--- src/rtl/pin_mux_pkg.sv ---
// package: offsets, reset values, field positions and codes for the pin mux and fiber control
package pin_mux_pkg;
  localparam logic [11:0] pin_function_select_off = 12'h01e0;
  localparam logic [11:0] fiber_sgmii_control_off = 12'h0c00;
  localparam logic [15:0] pin_function_select_rst = 16'h417a;
  localparam logic [15:0] fiber_sgmii_control_rst = 16'h1140;
  localparam int pin0_sel_lsb        = 0;
  localparam int pin1_sel_lsb        = 4;
  localparam int fiber_soft_reset    = 15;
  localparam int mac_side_loopback   = 14;
  localparam int speed_code_low      = 13;
  localparam int autoneg_enable_bit  = 12;
  localparam int serdes_power_down   = 11;
  localparam int mac_isolate_bit     = 10;
  localparam int autoneg_restart_bit = 9;
  localparam int forced_duplex_bit   = 8;
  localparam int collision_test_bit  = 7;
  localparam int speed_code_high     = 6;
  // count the reset counter reaches; the soft reset bit self clears one cycle later, so the fiber logic reset is held 9 cycles
  localparam logic [3:0] fiber_reset_cycles = 4'h8;
  localparam logic [3:0] sel_clock_out   = 4'h0;
  localparam logic [3:0] sel_interrupt   = 4'h2;
  localparam logic [3:0] sel_link_status = 4'h3;
  localparam logic [3:0] sel_transmit_delimiter_pulse      = 4'h5;
  localparam logic [3:0] sel_receive_delimiter_pulse      = 4'h6;
  localparam logic [3:0] sel_wake        = 4'h7;
  localparam logic [3:0] sel_energy      = 4'h8;
  localparam logic [3:0] sel_prbs_err    = 4'h9;
  localparam logic [3:0] sel_led2        = 4'ha;
  localparam logic [3:0] sel_led3        = 4'hb;
  localparam logic [3:0] sel_crs         = 4'hc;
  localparam logic [3:0] sel_col         = 4'hd;
  localparam logic [3:0] sel_low         = 4'he;
  localparam logic [3:0] sel_high        = 4'hf;
  localparam logic [1:0] speed_10        = 2'h0;
  localparam logic [1:0] speed_100       = 2'h1;
  localparam logic [1:0] speed_1000      = 2'h2;
  // copper rate codes seen on copper_speed
  localparam logic [1:0] copper_100      = 2'h1;
  localparam logic [1:0] copper_1000     = 2'h2;
endpackage

--- src/rtl/pin_source_mux.sv ---
// module: one multipurpose output pin source selector
`timescale 1ns/1ps
module pin_source_mux (
  input  wire logic [3:0]  sel,
  input  wire logic [15:0] sources,
  output logic             pin_value
);
  // reserved codes index sources tied low by the caller
  always_comb begin
    pin_value = sources[sel];
  end
endmodule

--- src/rtl/pin_mux_and_fiber_ctrl_regs.sv ---
// module: pin function select and fiber/sgmii control register bank
//
// Overview of operation
// - pin 0 select in bits 3-0, reset selects second LED
// - energy detect select only meaningful at copper 1000 or 100 rate
// - pin 1 select in bits 7-4, same codes, reset selects wake on lan
// - sfd indication enabled forces pin 1 to transmit delimiter pulse
// - sfd indication enabled forces pin 0 to receive delimiter pulse
// - one fiber control register serves fiber, both bridges and media converter
// - bit 15 resets fiber logic, self clears when reset done
// - bit 14 enables mac side loopback
// - bits 6 and 13 form speed code, straps also load them
// - bit 12 enables autonegotiation, resets set, strap may override
// - bit 11 powers down serdes and holds its logic in reset
// - bit 10 isolates mac, ignored in sgmii to rgmii bridge mode
// - bit 9 restarts autonegotiation, self clears
// - bit 8 forces duplex in mii 100fx mode, resets full
// - bit 7 asserts collision whenever mac transmit enable is high
// - speed code bits 6 and 13 force sgmii speed only with autonegotiation off
//
// Decided for this implementation: the address-and-strobe port.
`timescale 1ns/1ps
module pin_mux_and_fiber_ctrl_regs (
  input  wire logic        sys_clk,
  input  wire logic        arst_n,
  input  wire logic [11:0] reg_addr,
  input  wire logic [15:0] reg_wdata,
  input  wire logic        reg_wr,
  input  wire logic        reg_rd,
  output logic      [15:0] reg_rdata,
  input  wire logic        strap_load,
  input  wire logic [1:0]  strap_speed,
  input  wire logic        strap_autoneg,
  input  wire logic        sfd_enable,
  input  wire logic        transmit_delimiter_pulse,
  input  wire logic        receive_delimiter_pulse,
  input  wire logic        clock_out_src,
  input  wire logic        interrupt_src,
  input  wire logic        link_status_src,
  input  wire logic        wake_on_lan_choice,
  input  wire logic        energy_detect_src,
  input  wire logic [1:0]  copper_speed,
  input  wire logic        prbs_error_src,
  input  wire logic        second_led_choice,
  input  wire logic        third_led_pin_choice,
  input  wire logic        crs_src,
  input  wire logic        col_src,
  input  wire logic        mii_100fx_mode,
  input  wire logic        sgmii_to_rgmii_bridge,
  input  wire logic        mac_tx_en,
  output logic             pin0_out,
  output logic             pin1_out,
  output logic             fiber_logic_reset,
  output logic             mac_loopback_en,
  output logic [1:0]       link_speed_code,
  output logic             autoneg_en,
  output logic             serdes_pd,
  output logic             serdes_logic_reset,
  output logic             mac_isolate,
  output logic             autoneg_restart,
  output logic             full_duplex,
  output logic             collision_out,
  output logic [1:0]       forced_sgmii_speed,
  output logic             forced_speed_valid
);

  ////////////////////////////////////////////////////////////////////////////////
  // pin synchronisers for asynchronous inputs

  logic [15:0] async_meta;
  logic [15:0] async_sync;
  logic [15:0] async_in;

  assign async_in = {strap_load, strap_autoneg, strap_speed, sfd_enable,
                     transmit_delimiter_pulse, receive_delimiter_pulse,
                     wake_on_lan_choice, energy_detect_src, prbs_error_src,
                     crs_src, col_src, mac_tx_en, link_status_src,
                     second_led_choice, third_led_pin_choice};

  always_ff @(posedge sys_clk or negedge arst_n) begin
    if (!arst_n) begin
      async_meta <= 16'h0000;
      async_sync <= 16'h0000;
    end else begin
      async_meta <= async_in;
      async_sync <= async_meta;
    end
  end

  logic       s_strap_load;
  logic       s_strap_an;
  logic [1:0] s_strap_speed;
  logic       s_sfd_en;
  logic       s_transmit_delimiter_pulse;
  logic       s_receive_delimiter_pulse;
  logic       s_wol;
  logic       s_energy;
  logic       s_prbs;
  logic       s_crs;
  logic       s_col;
  logic       s_tx_en;
  logic       s_link;
  logic       s_led2;
  logic       s_led3;

  assign s_strap_load  = async_sync[15];
  assign s_strap_an    = async_sync[14];
  assign s_strap_speed = async_sync[13:12];
  assign s_sfd_en      = async_sync[11];
  assign s_transmit_delimiter_pulse      = async_sync[10];
  assign s_receive_delimiter_pulse      = async_sync[9];
  assign s_wol         = async_sync[8];
  assign s_energy      = async_sync[7];
  assign s_prbs        = async_sync[6];
  assign s_crs         = async_sync[5];
  assign s_col         = async_sync[4];
  assign s_tx_en       = async_sync[3];
  assign s_link        = async_sync[2];
  assign s_led2        = async_sync[1];
  assign s_led3        = async_sync[0];

  ////////////////////////////////////////////////////////////////////////////////
  // register decode

  logic wr_pin;
  logic wr_fiber;

  // address match kept in one function for both write strobes; the read case decodes the same offsets
  function automatic logic addr_match(input logic [11:0] addr,
                                      input logic [11:0] offset);
    return addr == offset;
  endfunction

  assign wr_pin   = reg_wr && addr_match(reg_addr, pin_mux_pkg::pin_function_select_off);
  assign wr_fiber = reg_wr && addr_match(reg_addr, pin_mux_pkg::fiber_sgmii_control_off);

  ////////////////////////////////////////////////////////////////////////////////
  // pin function select register

  logic [15:0] pin_function_select_reg;

  // upper reserved fields are plain storage; software keeps them intact
  always_ff @(posedge sys_clk or negedge arst_n) begin
    if (!arst_n) begin
      pin_function_select_reg <= pin_mux_pkg::pin_function_select_rst;
    end else if (wr_pin) begin
      pin_function_select_reg <= reg_wdata;
    end
  end

  logic [3:0] pin0_function_select;
  logic [3:0] pin1_function_select;

  assign pin0_function_select = pin_function_select_reg[pin_mux_pkg::pin0_sel_lsb +: 4];
  assign pin1_function_select = pin_function_select_reg[pin_mux_pkg::pin1_sel_lsb +: 4];

  ////////////////////////////////////////////////////////////////////////////////
  // fiber control register

  logic [15:0] fiber_sgmii_control_reg;
  logic [3:0]  reset_cnt_reg;
  logic        restart_seen_reg;

  // self clearing bits: hardware clear only when no new write sets them this cycle
  always_ff @(posedge sys_clk or negedge arst_n) begin
    if (!arst_n) begin
      fiber_sgmii_control_reg <= pin_mux_pkg::fiber_sgmii_control_rst;
    end else if (wr_fiber) begin
      fiber_sgmii_control_reg <= reg_wdata;
    end else begin
      // straps load as a level, so they must not stall the self clearing bits
      if (s_strap_load) begin
        fiber_sgmii_control_reg[pin_mux_pkg::speed_code_high] <= s_strap_speed[1];
        fiber_sgmii_control_reg[pin_mux_pkg::speed_code_low]  <= s_strap_speed[0];
        fiber_sgmii_control_reg[pin_mux_pkg::autoneg_enable_bit] <= s_strap_an;
      end
      if (fiber_sgmii_control_reg[pin_mux_pkg::fiber_soft_reset] &&
          reset_cnt_reg == pin_mux_pkg::fiber_reset_cycles) begin
        fiber_sgmii_control_reg[pin_mux_pkg::fiber_soft_reset] <= 1'b0;
      end
      if (restart_seen_reg) begin
        fiber_sgmii_control_reg[pin_mux_pkg::autoneg_restart_bit] <= 1'b0;
      end
    end
  end

  // counts how long the fiber logic has been held in soft reset
  always_ff @(posedge sys_clk or negedge arst_n) begin
    if (!arst_n) begin
      reset_cnt_reg <= 4'h0;
    end else if (!fiber_sgmii_control_reg[pin_mux_pkg::fiber_soft_reset]) begin
      reset_cnt_reg <= 4'h0;
    end else if (reset_cnt_reg != pin_mux_pkg::fiber_reset_cycles) begin
      reset_cnt_reg <= 4'(reset_cnt_reg + 4'h1);
    end
  end

  // restart bit stands two cycles so the pulse reaches the autoneg engine
  always_ff @(posedge sys_clk or negedge arst_n) begin
    if (!arst_n) begin
      restart_seen_reg <= 1'b0;
    end else begin
      restart_seen_reg <= fiber_sgmii_control_reg[pin_mux_pkg::autoneg_restart_bit] &&
                          !wr_fiber;
    end
  end

  ////////////////////////////////////////////////////////////////////////////////
  // control outputs

  logic [1:0] speed_code;

  assign speed_code = {fiber_sgmii_control_reg[pin_mux_pkg::speed_code_high],
                       fiber_sgmii_control_reg[pin_mux_pkg::speed_code_low]};

  // soft reset and loopback follow their bits one cycle late
  always_ff @(posedge sys_clk or negedge arst_n) begin
    if (!arst_n) begin
      fiber_logic_reset <= 1'b0;
      mac_loopback_en   <= 1'b0;
    end else begin
      fiber_logic_reset <= fiber_sgmii_control_reg[pin_mux_pkg::fiber_soft_reset];
      mac_loopback_en   <= fiber_sgmii_control_reg[pin_mux_pkg::mac_side_loopback];
    end
  end

  // speed and autonegotiation controls
  always_ff @(posedge sys_clk or negedge arst_n) begin
    if (!arst_n) begin
      link_speed_code    <= pin_mux_pkg::speed_1000;
      autoneg_en         <= 1'b1;
      forced_sgmii_speed <= pin_mux_pkg::speed_1000;
      forced_speed_valid <= 1'b0;
      autoneg_restart    <= 1'b0;
    end else begin
      link_speed_code    <= speed_code;
      autoneg_en         <= fiber_sgmii_control_reg[pin_mux_pkg::autoneg_enable_bit];
      forced_sgmii_speed <= speed_code;
      // the forced speed means nothing while autonegotiation runs
      forced_speed_valid <= !fiber_sgmii_control_reg[pin_mux_pkg::autoneg_enable_bit];
      autoneg_restart    <= fiber_sgmii_control_reg[pin_mux_pkg::autoneg_restart_bit];
    end
  end

  // power down keeps the serdes logic in reset for as long as it stands
  always_ff @(posedge sys_clk or negedge arst_n) begin
    if (!arst_n) begin
      serdes_pd          <= 1'b0;
      serdes_logic_reset <= 1'b0;
    end else begin
      serdes_pd          <= fiber_sgmii_control_reg[pin_mux_pkg::serdes_power_down];
      serdes_logic_reset <= fiber_sgmii_control_reg[pin_mux_pkg::serdes_power_down];
    end
  end

  // isolate has no meaning when the mac side is the sgmii link
  always_ff @(posedge sys_clk or negedge arst_n) begin
    if (!arst_n) begin
      mac_isolate <= 1'b0;
    end else begin
      mac_isolate <= fiber_sgmii_control_reg[pin_mux_pkg::mac_isolate_bit] &&
                     !sgmii_to_rgmii_bridge;
    end
  end

  // duplex and collision test
  always_ff @(posedge sys_clk or negedge arst_n) begin
    if (!arst_n) begin
      full_duplex   <= 1'b1;
      collision_out <= 1'b0;
    end else begin
      // half duplex only takes effect in the mii 100fx path
      full_duplex   <= fiber_sgmii_control_reg[pin_mux_pkg::forced_duplex_bit] ||
                       !mii_100fx_mode;
      collision_out <= (fiber_sgmii_control_reg[pin_mux_pkg::collision_test_bit] &&
                        s_tx_en) || s_col;
    end
  end

  ////////////////////////////////////////////////////////////////////////////////
  // multipurpose pin muxing

  logic [15:0] pin_sources;
  logic        energy_valid;
  logic        pin0_sel_value;
  logic        pin1_sel_value;

  assign energy_valid = (copper_speed == pin_mux_pkg::copper_1000) ||
                        (copper_speed == pin_mux_pkg::copper_100);

  always_comb begin
    pin_sources = 16'h0000;
    pin_sources[pin_mux_pkg::sel_clock_out]   = clock_out_src;
    pin_sources[pin_mux_pkg::sel_interrupt]   = interrupt_src;
    pin_sources[pin_mux_pkg::sel_link_status] = s_link;
    pin_sources[pin_mux_pkg::sel_transmit_delimiter_pulse]      = s_transmit_delimiter_pulse;
    pin_sources[pin_mux_pkg::sel_receive_delimiter_pulse]      = s_receive_delimiter_pulse;
    pin_sources[pin_mux_pkg::sel_wake]        = s_wol;
    pin_sources[pin_mux_pkg::sel_energy]      = s_energy && energy_valid;
    pin_sources[pin_mux_pkg::sel_prbs_err]    = s_prbs;
    pin_sources[pin_mux_pkg::sel_led2]        = s_led2;
    pin_sources[pin_mux_pkg::sel_led3]        = s_led3;
    pin_sources[pin_mux_pkg::sel_crs]         = s_crs;
    pin_sources[pin_mux_pkg::sel_col]         = s_col;
    pin_sources[pin_mux_pkg::sel_low]         = 1'b0;
    pin_sources[pin_mux_pkg::sel_high]        = 1'b1;
  end

  pin_source_mux u_pin0_mux (
    .sel       (pin0_function_select),
    .sources   (pin_sources),
    .pin_value (pin0_sel_value)
  );

  pin_source_mux u_pin1_mux (
    .sel       (pin1_function_select),
    .sources   (pin_sources),
    .pin_value (pin1_sel_value)
  );

  // sfd override wins over any programmed selection
  always_ff @(posedge sys_clk or negedge arst_n) begin
    if (!arst_n) begin
      pin0_out <= 1'b0;
      pin1_out <= 1'b0;
    end else begin
      pin0_out <= s_sfd_en ? s_receive_delimiter_pulse : pin0_sel_value;
      pin1_out <= s_sfd_en ? s_transmit_delimiter_pulse : pin1_sel_value;
    end
  end

  ////////////////////////////////////////////////////////////////////////////////
  // read port

  always_ff @(posedge sys_clk or negedge arst_n) begin
    if (!arst_n) begin
      reg_rdata <= 16'h0000;
    end else if (reg_rd) begin
      case (reg_addr)
        pin_mux_pkg::pin_function_select_off: reg_rdata <= pin_function_select_reg;
        pin_mux_pkg::fiber_sgmii_control_off: reg_rdata <= fiber_sgmii_control_reg;
        default:                              reg_rdata <= 16'h0000;
      endcase
    end else begin
      reg_rdata <= 16'h0000;
    end
  end

endmodule

--- config.mk ---
export PLATFORM = sky130hd
export DESIGN_NAME = pin_mux_and_fiber_ctrl_regs
export DESIGN_NICKNAME = d
export VERILOG_FILES = /design/src/rtl/pin_mux_pkg.sv /design/src/rtl/pin_source_mux.sv /design/src/rtl/pin_mux_and_fiber_ctrl_regs.sv
export SDC_FILE = /design/constraint.sdc
export NUM_CORES = 1
export LEC_CHECK = 0
export BUFFER_PORTS_ARGS = -buffer_cell sky130_fd_sc_hd__buf_2
export CAP_MARGIN = 25
export CORE_MARGIN = 1
export CORE_UTILIZATION = 53
export DETAILED_ROUTE_END_ITERATION = 10
export PLACE_DENSITY = 0.81
export SYNTH_ARGS = -nofsm -noshare
export SYNTH_HDL_FRONTEND = slang
export SYNTH_SLANG_ARGS = --single-unit
--- constraint.sdc ---
create_clock -name sys_clk -period 2.25 [get_ports sys_clk]
set_input_delay 0.1125 -clock sys_clk [delete_from_list [all_inputs] [get_ports sys_clk]]
set_output_delay 0.1125 -clock sys_clk [all_outputs]
set_load 0.05 [all_outputs]
# Yosys cells after proc, flatten, opt, wreduce, memory -nomap -nowiden

Cells that the tools add are included.

Flip-flop bits (word level): 98
Bits in latches: 0
Memory bits (writable): 0
Bits in read-only memories: 0
Input bits: 54
Output and inout port bits: 32
Logic and storage cells: 67
Memories kept: 0

Add/subtract/negate cells: 1
Multipliers: 0
Divide/modulo/power cells: 0
Order comparisons: 2
Equal/unequal tests: 7
Shift-type cells: 0
Mux-type cells: 18
Bitwise logic cells: 0
Reductions and logical operators: 17

Operators by type and width:

| cell                                                                    | number |
|---|---|
| 16-bit one-hot mux with 2 select lines                                  | 1 |
| 16-bit 2-to-1 mux                                                       | 1 |
| 12-bit == test, second input constant                                   | 1 |
| 12-bit by 9-bit == test with 1-bit output, second input constant        | 1 |
| 4-bit by 5-bit < comparator with 1-bit output, second input constant    | 2 |
| 1-bit 2-to-1 mux                                                        | 10 |
| 1-bit binary-select mux with 4-bit select                               | 2 |
| 4-bit 2-to-1 mux                                                        | 2 |
| 1-bit logical AND                                                       | 7 |
| 2-bit nonzero test                                                      | 3 |
| 4-bit by 1-bit adder with 4-bit output, second input constant           | 1 |
| 4-bit == test, second input constant                                    | 1 |
| 1-bit logical NOT                                                       | 4 |
| 2-bit 2-to-1 mux                                                        | 2 |
| 4-bit inequality test, second input constant                            | 1 |
| 1-bit logical OR                                                        | 3 |
| 2-bit by 1-bit == test with 1-bit output, second input constant         | 1 |
| 2-bit == test, second input constant                                    | 1 |
| 2-bit by 1-bit inequality test with 1-bit output, second input constant | 1 |

# Longest topological paths before layout

Gate-level depths: netlist (run 1).

Depth in word-level cells: 6
Depth in mapped cells: 6
Depth with buffers taken out: 6

# Cells and area by module

From an unflattened synthesis (run 1), not the netlist that was laid out.

Cells, all modules: 249
Area total of the unflattened synthesis: 3794.9 µm²

Modules (own cells, without submodules):

| module                      | times used | cells each | area an instance (µm²) | sequential area each (µm²) |
|---|---|---|---|---|
| pin_mux_and_fiber_ctrl_regs | 1          | 235        | 3524.6                 | 2468.6 |
| pin_source_mux              | 2          | 7          | 135.1                  | 0.0 |

# Worst setup path after synthesis (run 1)

No wires, ideal clock.

Path type: input-to-reg
Start point: input reg_addr[4]
End point: register fiber_sgmii_control_reg[10]
Library setup time: 125 ps
Arrival: 1678 ps
Data required time: 2125 ps
Slack: 447 ps
Cell stages on the path: 5
Path through: or4_4 -> nor3_2 -> nor3b_4 -> buf_6 -> mux2_2

Longest elaborated chain between the ends: 2

RTL lines:

| item                           | RTL line                           | RTL |
|---|---|---|
| start: declaration             | pin_mux_and_fiber_ctrl_regs.sv:26  | `input wire logic [11:0] reg_addr,` |
| 12-bit == test                 | pin_mux_and_fiber_ctrl_regs.sv:131 | `return addr == offset;` |
| 1-bit logical AND              | pin_mux_and_fiber_ctrl_regs.sv:135 | `assign wr_fiber = reg_wr && addr_match(reg_addr, pin_mux_pkg::fiber_sgmii_control_off);` |
| end signal: assignment         | pin_mux_and_fiber_ctrl_regs.sv:167 | `fiber_sgmii_control_reg <= pin_mux_pkg::fiber_sgmii_control_rst;` |
| end signal: assignment         | pin_mux_and_fiber_ctrl_regs.sv:169 | `fiber_sgmii_control_reg <= reg_wdata;` |
| end signal: indexed assignment | pin_mux_and_fiber_ctrl_regs.sv:173 | `fiber_sgmii_control_reg[pin_mux_pkg::speed_code_high] <= s_strap_speed[1];` |
| end: declaration               | pin_mux_and_fiber_ctrl_regs.sv:160 | `logic [15:0] fiber_sgmii_control_reg;` |

Every way passes these cells.
A chain may end at the register's enable or synchronous reset.

# Worst setup path in the final report (run 1)

Start point: register pin_function_select_reg[4]
End point: register pin1_out

Longest elaborated chain between the ends: 3

RTL lines:

| item                                      | RTL line                           | RTL |
|---|---|---|
| start: declaration                        | pin_mux_and_fiber_ctrl_regs.sv:140 | `logic [15:0] pin_function_select_reg;` |
| start signal: assignment                  | pin_mux_and_fiber_ctrl_regs.sv:145 | `pin_function_select_reg <= pin_mux_pkg::pin_function_select_rst;` |
| start signal: assignment                  | pin_mux_and_fiber_ctrl_regs.sv:147 | `pin_function_select_reg <= reg_wdata;` |
| 1-bit binary-select mux with 4-bit select | pin_source_mux.sv:10               | `pin_value = sources[sel];` |
| 1-bit 2-to-1 mux (not written as such)    | pin_source_mux.sv:10               |  |
| 1-bit 2-to-1 mux                          | pin_mux_and_fiber_ctrl_regs.sv:328 | `pin1_out <= s_sfd_en ? s_transmit_delimiter_pulse : pin1_sel_value;` |
| end signal: assignment                    | pin_mux_and_fiber_ctrl_regs.sv:328 |  |
| end: declaration                          | pin_mux_and_fiber_ctrl_regs.sv:52  | `output logic pin1_out,` |

Every way passes these cells. The select of a mux whose other input is x is not followed.

==> key figures, run 1 <==
STA
  • RSZ-0062 raised after global routing: no
  • Hold Vio Cnt, Final: 0
  • Tcrit/Tclk final: 75.4%
  • FMAX: 0.590 GHz
  • Setup TNS: 0 ns
  • Fin crit period: 1.70 ns
  • Slew HR: 57.0%
  • Final setup vio count: 0
  • Worst slew pin tran: 0.645 ns
  • Clock Skews: 0.00669 ns
  • Max-slew violations: 0

Clocking
  • Number of setup buffers added after CTS: 0
  • CTS H-tree lvls: 3
  • Clock Latency Late Sink: 0.36 ns
  • Post-CTS sizing: 0
  • TritonCTS buffer count: 9
  • Clock Tree Buf Depth: 2
  • TritonCTS clock tree: done
  • Clock sinks: 98
  • Clk slew on worst S/H paths: 0.09 ns
  • CTS root buf: clkbuf_8
  • Hold_buf cts: 24

Worst setup path
  • Critical path class: register to register
  • Worst Path Buf+Inv: 0
  • Crit Path Max Fanout: 11
  • Crit-path cells: mux2_2 -> a211oi_1 -> o21ai_0 -> a32o_1
  • Crit path launch type: register
  • Worst path max stage delay: 0.67 ns
  • CP delay by family, top: flip-flops
  • CP arrival: 1.95 ns
  • Crit-path slowest cell: dfstp_2
  • Worst setup EP type: register
  • Crit path required time: 2.50 ns

Power
  • Worst vdd rail ir drop: 0.000517 V
  • Leak Pwr: 0.00225 uW
  • Power Density: 659 nW/um2

Drt
  • Final WL: 6.77 mm
  • Final ANT Viol Nets: 0
  • Drt drc: 0
  • Vias: 2373
  • 1st-pass router iterations: 4
  • Drt first-iter violations: 135
  • Via-to-Cell Ratio: 5.04
  • WL/cell: 14.4 um

Synthesis
  • Sequential fraction of the synthesis area: 66.1%
  • Mapped Area: 3730 um2
  • Netlist cell types: 44
  • Ys flop type: dfrtp_1
  • Synth warnings: 0
  • Synth top area share: 57.0%
  • Synth Instances: 256
  • Area contributors post-synth: dfrtp_1 (57%), mux2_2 (11%), dfstp_2 (9.2%)
  • Post-Syn Nets: 312
  • EDFF count, synth: 0
  • Most frequent cell after synthesis: dfrtp_1
  • Avg Inst Size Synth: 14.6 um2
  • Most frequent cells after synthesis: dfrtp_1 (85), mux2_2 (36), nor2b_1 (24)
  • Post-synth ARST share: 100%
  • Top cell type by total area after synthesis: dfrtp_1
  • Synthesized flop and latch total: 98

GRT
  • First-pass GRT wire length: 11.2 mm
  • Tot GR Track Use: 20.5%
  • Initial antenna violation count: 0
  • Global route overflow: 0
  • Vias in the first global route: 2363
  • Pin count of the biggest net entering global routing: 53

Floorplan
  • Core area: 6790 um2
  • IO Pins: 86
  • Die Wd: 85.9 um
  • Initial Util: 54.9%
  • DIE AREA: 7380 um2
  • Die height: 85.9 um
  • FP Rows: 30

Job
  • Max_cap viols: 0

Cells and area
  • Final nets: 426
  • Final cell area excluding filler cells: 4680 um2
  • Fin util: 69.0%
  • Share of cells above drive strength 1: 43.2%
  • Antenna fix cells: 0
  • Layout area overhead: 25.5%

Placement
  • Final Wtd Congestion: 0.737
  • HPWL after DPL: 4.45 mm
  • Number of port buffers: 85
  • DP Area: 4260 um2

Min path
  • Hold WC Path Type: primary input to register

Status
  • Status: complete, no violations
-- layout by cell type (no fill, tap or decap), types with 2 or more instances in the layout --
| cell | count |
|---|---|
| o21a_1 | 2 |
| buf_4 | 5 |
| nor4_4 | 2 |
| a22oi_1 | 16 |
| mux2_2 | 36 |
| inv_1 | 8 |
| a21oi_1 | 4 |
| or2_2 | 2 |
| mux2i_1 | 3 |
| ha_1 | 2 |
| xnor2_1 | 2 |
| nor2b_1 | 24 |
| nand2_1 | 5 |
| buf_2 | 84 |
| clkbuf_8 | 10 |
| nor2_1 | 2 |
| clkinv_2 | 4 |
| o21ai_0 | 7 |
| nand2b_1 | 2 |
| dlygate4sd3_1 | 25 |
| nor3b_1 | 3 |
| dfstp_2 | 13 |
| a211oi_1 | 2 |
| nor4bb_1 | 2 |
| and2_1 | 2 |
| nor3b_4 | 2 |
| dfrtp_1 | 85 |
-- metrics by stage --
step / power, uW / cells / hold WS [ns] / setup WS, ns
floorplan: 1980 / 256 / -0.183 / 0.447
global placement: 2090 / 430 / 0.175 / 0.364
detailed placement: 2090 / 430 / 0.179 / 0.304
CTS: 3110 / 470 / 0.000981 / 0.565
global route: 3220 / 471 / 0.00280 / 0.404
finish: 3090 / 471 / 0.00608 / 0.554
-- power breakdown --
group	internal, uW	switching (uW)
clock	429	567
combinational	106	146
sequential	1810	22.9
total	2350	736
-- kinds of logic (layout without fill, tap and decap cells) --
kind of cell	Yosys count	count (layout)	share of synthesized area (%)
DFF	98	98	66.1
and+or+nand+nor	54	54	10.2
AOI/OAI and AO/OA	40	40	7.54
muxes	39	39	11.7
buffers and inverters	20	139	3.05
xor gates and xnor gates	3	3	0.704
adders and majority gates	2	2	0.670
-- metal layers --
metal	wire, um	vias to the layer above	track usage (%)
met1	2940	1169	26.2
li1	-	1126	-
met2	3410	65	33.4
met4	178	0	10.8
met5	0	-	0
met3	242	13	4.14
-- worst paths after layout --
check                                                 from                           to  slack [ns]  cells past startpoint
max in group asynchronous                           arst_n   fiber_sgmii_control_reg[6]        1.22                      3
min in group asynchronous                           arst_n              mac_loopback_en        0.31                      2
worst min-delay path                         reg_wdata[14]  fiber_sgmii_control_reg[14]       0.006                      2
worst max register to register  pin_function_select_reg[4]                     pin1_out        0.55                      4
worst max-delay path            pin_function_select_reg[4]                     pin1_out        0.55                      4
worst min register to register               async_meta[6]                async_sync[6]        0.35                      0
-- cell type report --
type / instances / area [um2]
clock buffers: 11 / 141
clock inverters: 5 / 28.8
fillers: 508 / 2110
inverters: 8 / 30.0
multi-input cells: 138 / 1170
flip-flops and latches: 98 / 2470
well taps: 96 / 120
repair buffers: 115 / 728
Note: power is estimated with default switching activity, not from simulation.
==> inputs of run 2 (changes only) <==
--- a/config.mk
+++ b/config.mk
@@ -5,12 +5,13 @@
 export SDC_FILE = /design/constraint.sdc
 export NUM_CORES = 1
 export LEC_CHECK = 0
+export ABC_AREA = 1
 export BUFFER_PORTS_ARGS = -buffer_cell sky130_fd_sc_hd__buf_2
 export CAP_MARGIN = 25
 export CORE_MARGIN = 1
-export CORE_UTILIZATION = 53
+export CORE_UTILIZATION = 48
 export DETAILED_ROUTE_END_ITERATION = 10
-export PLACE_DENSITY = 0.81
+export PLACE_DENSITY = 0.77
 export SYNTH_ARGS = -nofsm -noshare
 export SYNTH_HDL_FRONTEND = slang
 export SYNTH_SLANG_ARGS = --single-unit
==> constraint.sdc (replaced) <==
create_clock -name sys_clk -period 1.5 [get_ports sys_clk]
set_input_delay 0.075 -clock sys_clk [delete_from_list [all_inputs] [get_ports sys_clk]]
set_output_delay 0.075 -clock sys_clk [all_outputs]
set_load 0.05 [all_outputs]
==> run 2 against run 1 <==
Setup slack got worse by 0.36 ns. Via count grew 27%. Non-clock buffer count up 15. Sequential share of layout area decreased by 2.4 points. Final cell count is 30% higher. Critical path type unchanged. Largest cell class unchanged. Largest power group unchanged.
==> key figures, run 2 <==
Floorplan
  • Die height: 91.4 um
  • Initial Util: 49.6%
  • Core area: 7730 um2
  • FP Rows: 32
  • IO Pins: 86
  • Die Wd: 91.4 um
  • DIE AREA: 8350 um2

Worst setup path
  • CP arrival: 1.56 ns
  • Crit path required time: 1.75 ns
  • Crit Path Max Fanout: 8
  • Critical path class: register to register
  • Crit path launch type: register
  • Worst setup EP type: register

STA
  • Hold_ws: 0.149 ns
  • RSZ-0062 raised after global routing: no
  • Max-slew violations: 0
  • Clock Skews: 0.00763 ns
  • Tcrit/Tclk final: 87.1%
  • Slew HR: 65.2%
  • Fin crit period: 1.31 ns
  • Worst slew pin tran: 0.522 ns
  • Final setup vio count: 0
  • Setup TNS: 0 ns
  • Setup ws final: 0.194 ns
  • Hold Vio Cnt, Final: 0
  • FMAX: 0.766 GHz

Power
  • Seq pwr share: 58.7%
  • Comb power frac: 9.0%
  • Leak Pwr: 0.00251 uW
  • Power Density: 960 nW/um2
  • Pint: 3510 uW
  • Clock power share: 32.3%
  • Worst vdd rail ir drop: 0.000604 V
  • Sw frac: 25.5%
  • Net Switching: 1200 uW

Synthesis
  • Mapped Area: 3840 um2
  • Top cell type by total area after synthesis: dfrtp_1
  • Avg Inst Size Synth: 9.99 um2
  • Ys flop type: dfrtp_1
  • Synthesized flop and latch total: 98
  • Sequential fraction of the synthesis area: 64.4%
  • Synth Instances: 384
  • Post-synth ARST share: 100%
  • Area contributors post-synth: dfrtp_1 (55%), nand2_1 (9.5%), dfstp_2 (8.9%)
  • Post-Syn Nets: 440
  • Most frequent cells after synthesis: nand2_1 (97), dfrtp_1 (85), nand3_1 (42)
  • Netlist cell types: 25
  • Synth top area share: 55.4%
  • Synth warnings: 0
  • Most frequent cell after synthesis: nand2_1
  • EDFF count, synth: 0

GRT
  • Met2 Track Usage GR: 37.2%
  • Global route overflow: 0
  • Vias in the first global route: 2947
  • Most used routing layer in global routing: met2
  • GR Layer Usage met1: 28.3%
  • First-pass GRT wire length: 14.0 mm
  • Initial antenna violation count: 0
  • Pin count of the biggest net entering global routing: 38
  • Tot GR Track Use: 21.9%
  • Met3 usage: 3.52%

Cells and area
  • Final nets: 561
  • Most common cell after layout, fill and taps aside: nand2_1
  • Fin cells: 612
  • Most frequent cells in the layout: nand2_1 (97), dfrtp_1 (85), buf_2 (84)
  • Antenna fix cells: 0
  • Share of cells above drive strength 1: 26.7%
  • Layout area overhead: 27.8%
  • Fill cell count: 634
  • Final cell area excluding filler cells: 4900 um2

Status
  • Status: complete, no violations

Clocking
  • Clock Latency Late Sink: 0.36 ns
  • Number of setup buffers added after CTS: 0
  • TritonCTS buffer count: 9
  • Clock Tree Buf Depth: 2
  • CTS H-tree lvls: 3
  • Clk slew on worst S/H paths: 0.09 ns
  • CTS root buf: clkbuf_8
  • TritonCTS clock tree: done
  • Clock sinks: 98

Drt
  • 1st-pass router iterations: 4
  • Final ANT Viol Nets: 0
  • Drt drc: 0
  • Final WL: 8.41 mm
  • Via-to-Cell Ratio: 4.91
  • Drt first-iter violations: 139
  • Vias: 3005
  • WL/cell: 13.7 um

Placement
  • Place WS: 0.215 ns
  • DP Area: 4380 um2
  • Placed Cells: 561
  • Number of port buffers: 85
  • HPWL after DPL: 5.77 mm
  • Final Wtd Congestion: 0.841

Job
  • Max_cap viols: 0

Min path
  • Hold WC Path Type: primary input to register
-- run 2: cells by family (layout without fill, tap and decap cells) --
| kind of cell | Yosys count | after routing | share of synthesized area, % |
|---|---|---|---|
| compound gates | 45 | 45 | 6.33 |
| xor+xnor | 1 | 1 | 0.228 |
| fa+ha+maj | 2 | 2 | 0.652 |
| buf+inv | 54 | 180 | 6.20 |
| flops | 98 | 98 | 64.4 |
| simple gates | 184 | 184 | 22.2 |
-- run 2: power by group through the flow --
stage | logic (uW) | registers, uW | clock network [uW]
after floorplan | 107 | 2870 | 0
after global placement | 352 | 2810 | 0
after detailed placement | 357 | 2820 | 0
after CTS | 428 | 2760 | 1540
after global routing | 465 | 2770 | 1650
final | 424 | 2760 | 1520
-- run 2: per-stage QoR --
stage | utilization (%) | total power [uW]
2_1_floorplan | - | 2980
3_3_place_gp | 56.7 | 3160
3_5_place_dp | 56.7 | 3170
4_1_cts | 63.5 | 4730
5_1_grt | 63.5 | 4890
6_report | 63.5 | 4710
-- run 2: timing repair --
action / 4_1_cts / 5_1_grt
hold buffers: 35 / 0
resized for setup: 0 / 0
endpoints found under the hold margin: 80 / 0
-- run 2: cell type report --
type / instances / area, um2 / share of cell area, %
clock buffer: 11 / 131 / 2.68
clock inverter: 5 / 40.0 / 0.817
inverter: 34 / 128 / 2.60
multi-input combinational: 232 / 1130 / 23.0
sequential: 98 / 2470 / 50.3
tap: 102 / 128 / 2.60
timing repair buffer: 130 / 878 / 17.9
-- run 2: metal layers --
layer,vias to the layer above,wire (um)
met4,0,108
li1,1482,-
met2,96,4130
met3,9,439
met5,-,0
met1,1418,3730
-- run 2: path summary, 6_finish.rpt --
| path | cells after the start | slack [ns] | startpoint | endpoint |
|---|---|---|---|---|
| worst min-delay path | 5 | 0.15 | reg_addr[9] | pin_function_select_reg[15] |
| worst min register to register | 0 | 0.35 | async_meta[2] | async_sync[2] |
| max in group asynchronous | 3 | 0.70 | arst_n | pin_function_select_reg[5] |
| worst max-delay path | 9 | 0.19 | pin_function_select_reg[1] | pin0_out |
| worst max register to register | 9 | 0.19 | pin_function_select_reg[1] | pin0_out |
| min in group asynchronous | 2 | 0.19 | arst_n | reg_rdata[9] |
-- run 2: critical path: stages, from the launching register on --
cell	delay, ns
dfstp_2	0.63
inv_1	0.08
nand3_1	0.07
nand2_1	0.05
inv_1	0.06
nand3_1	0.09
nand2_1	0.07
nand2_1	0.05
nand2_1	0.05
nand2_1	0.05
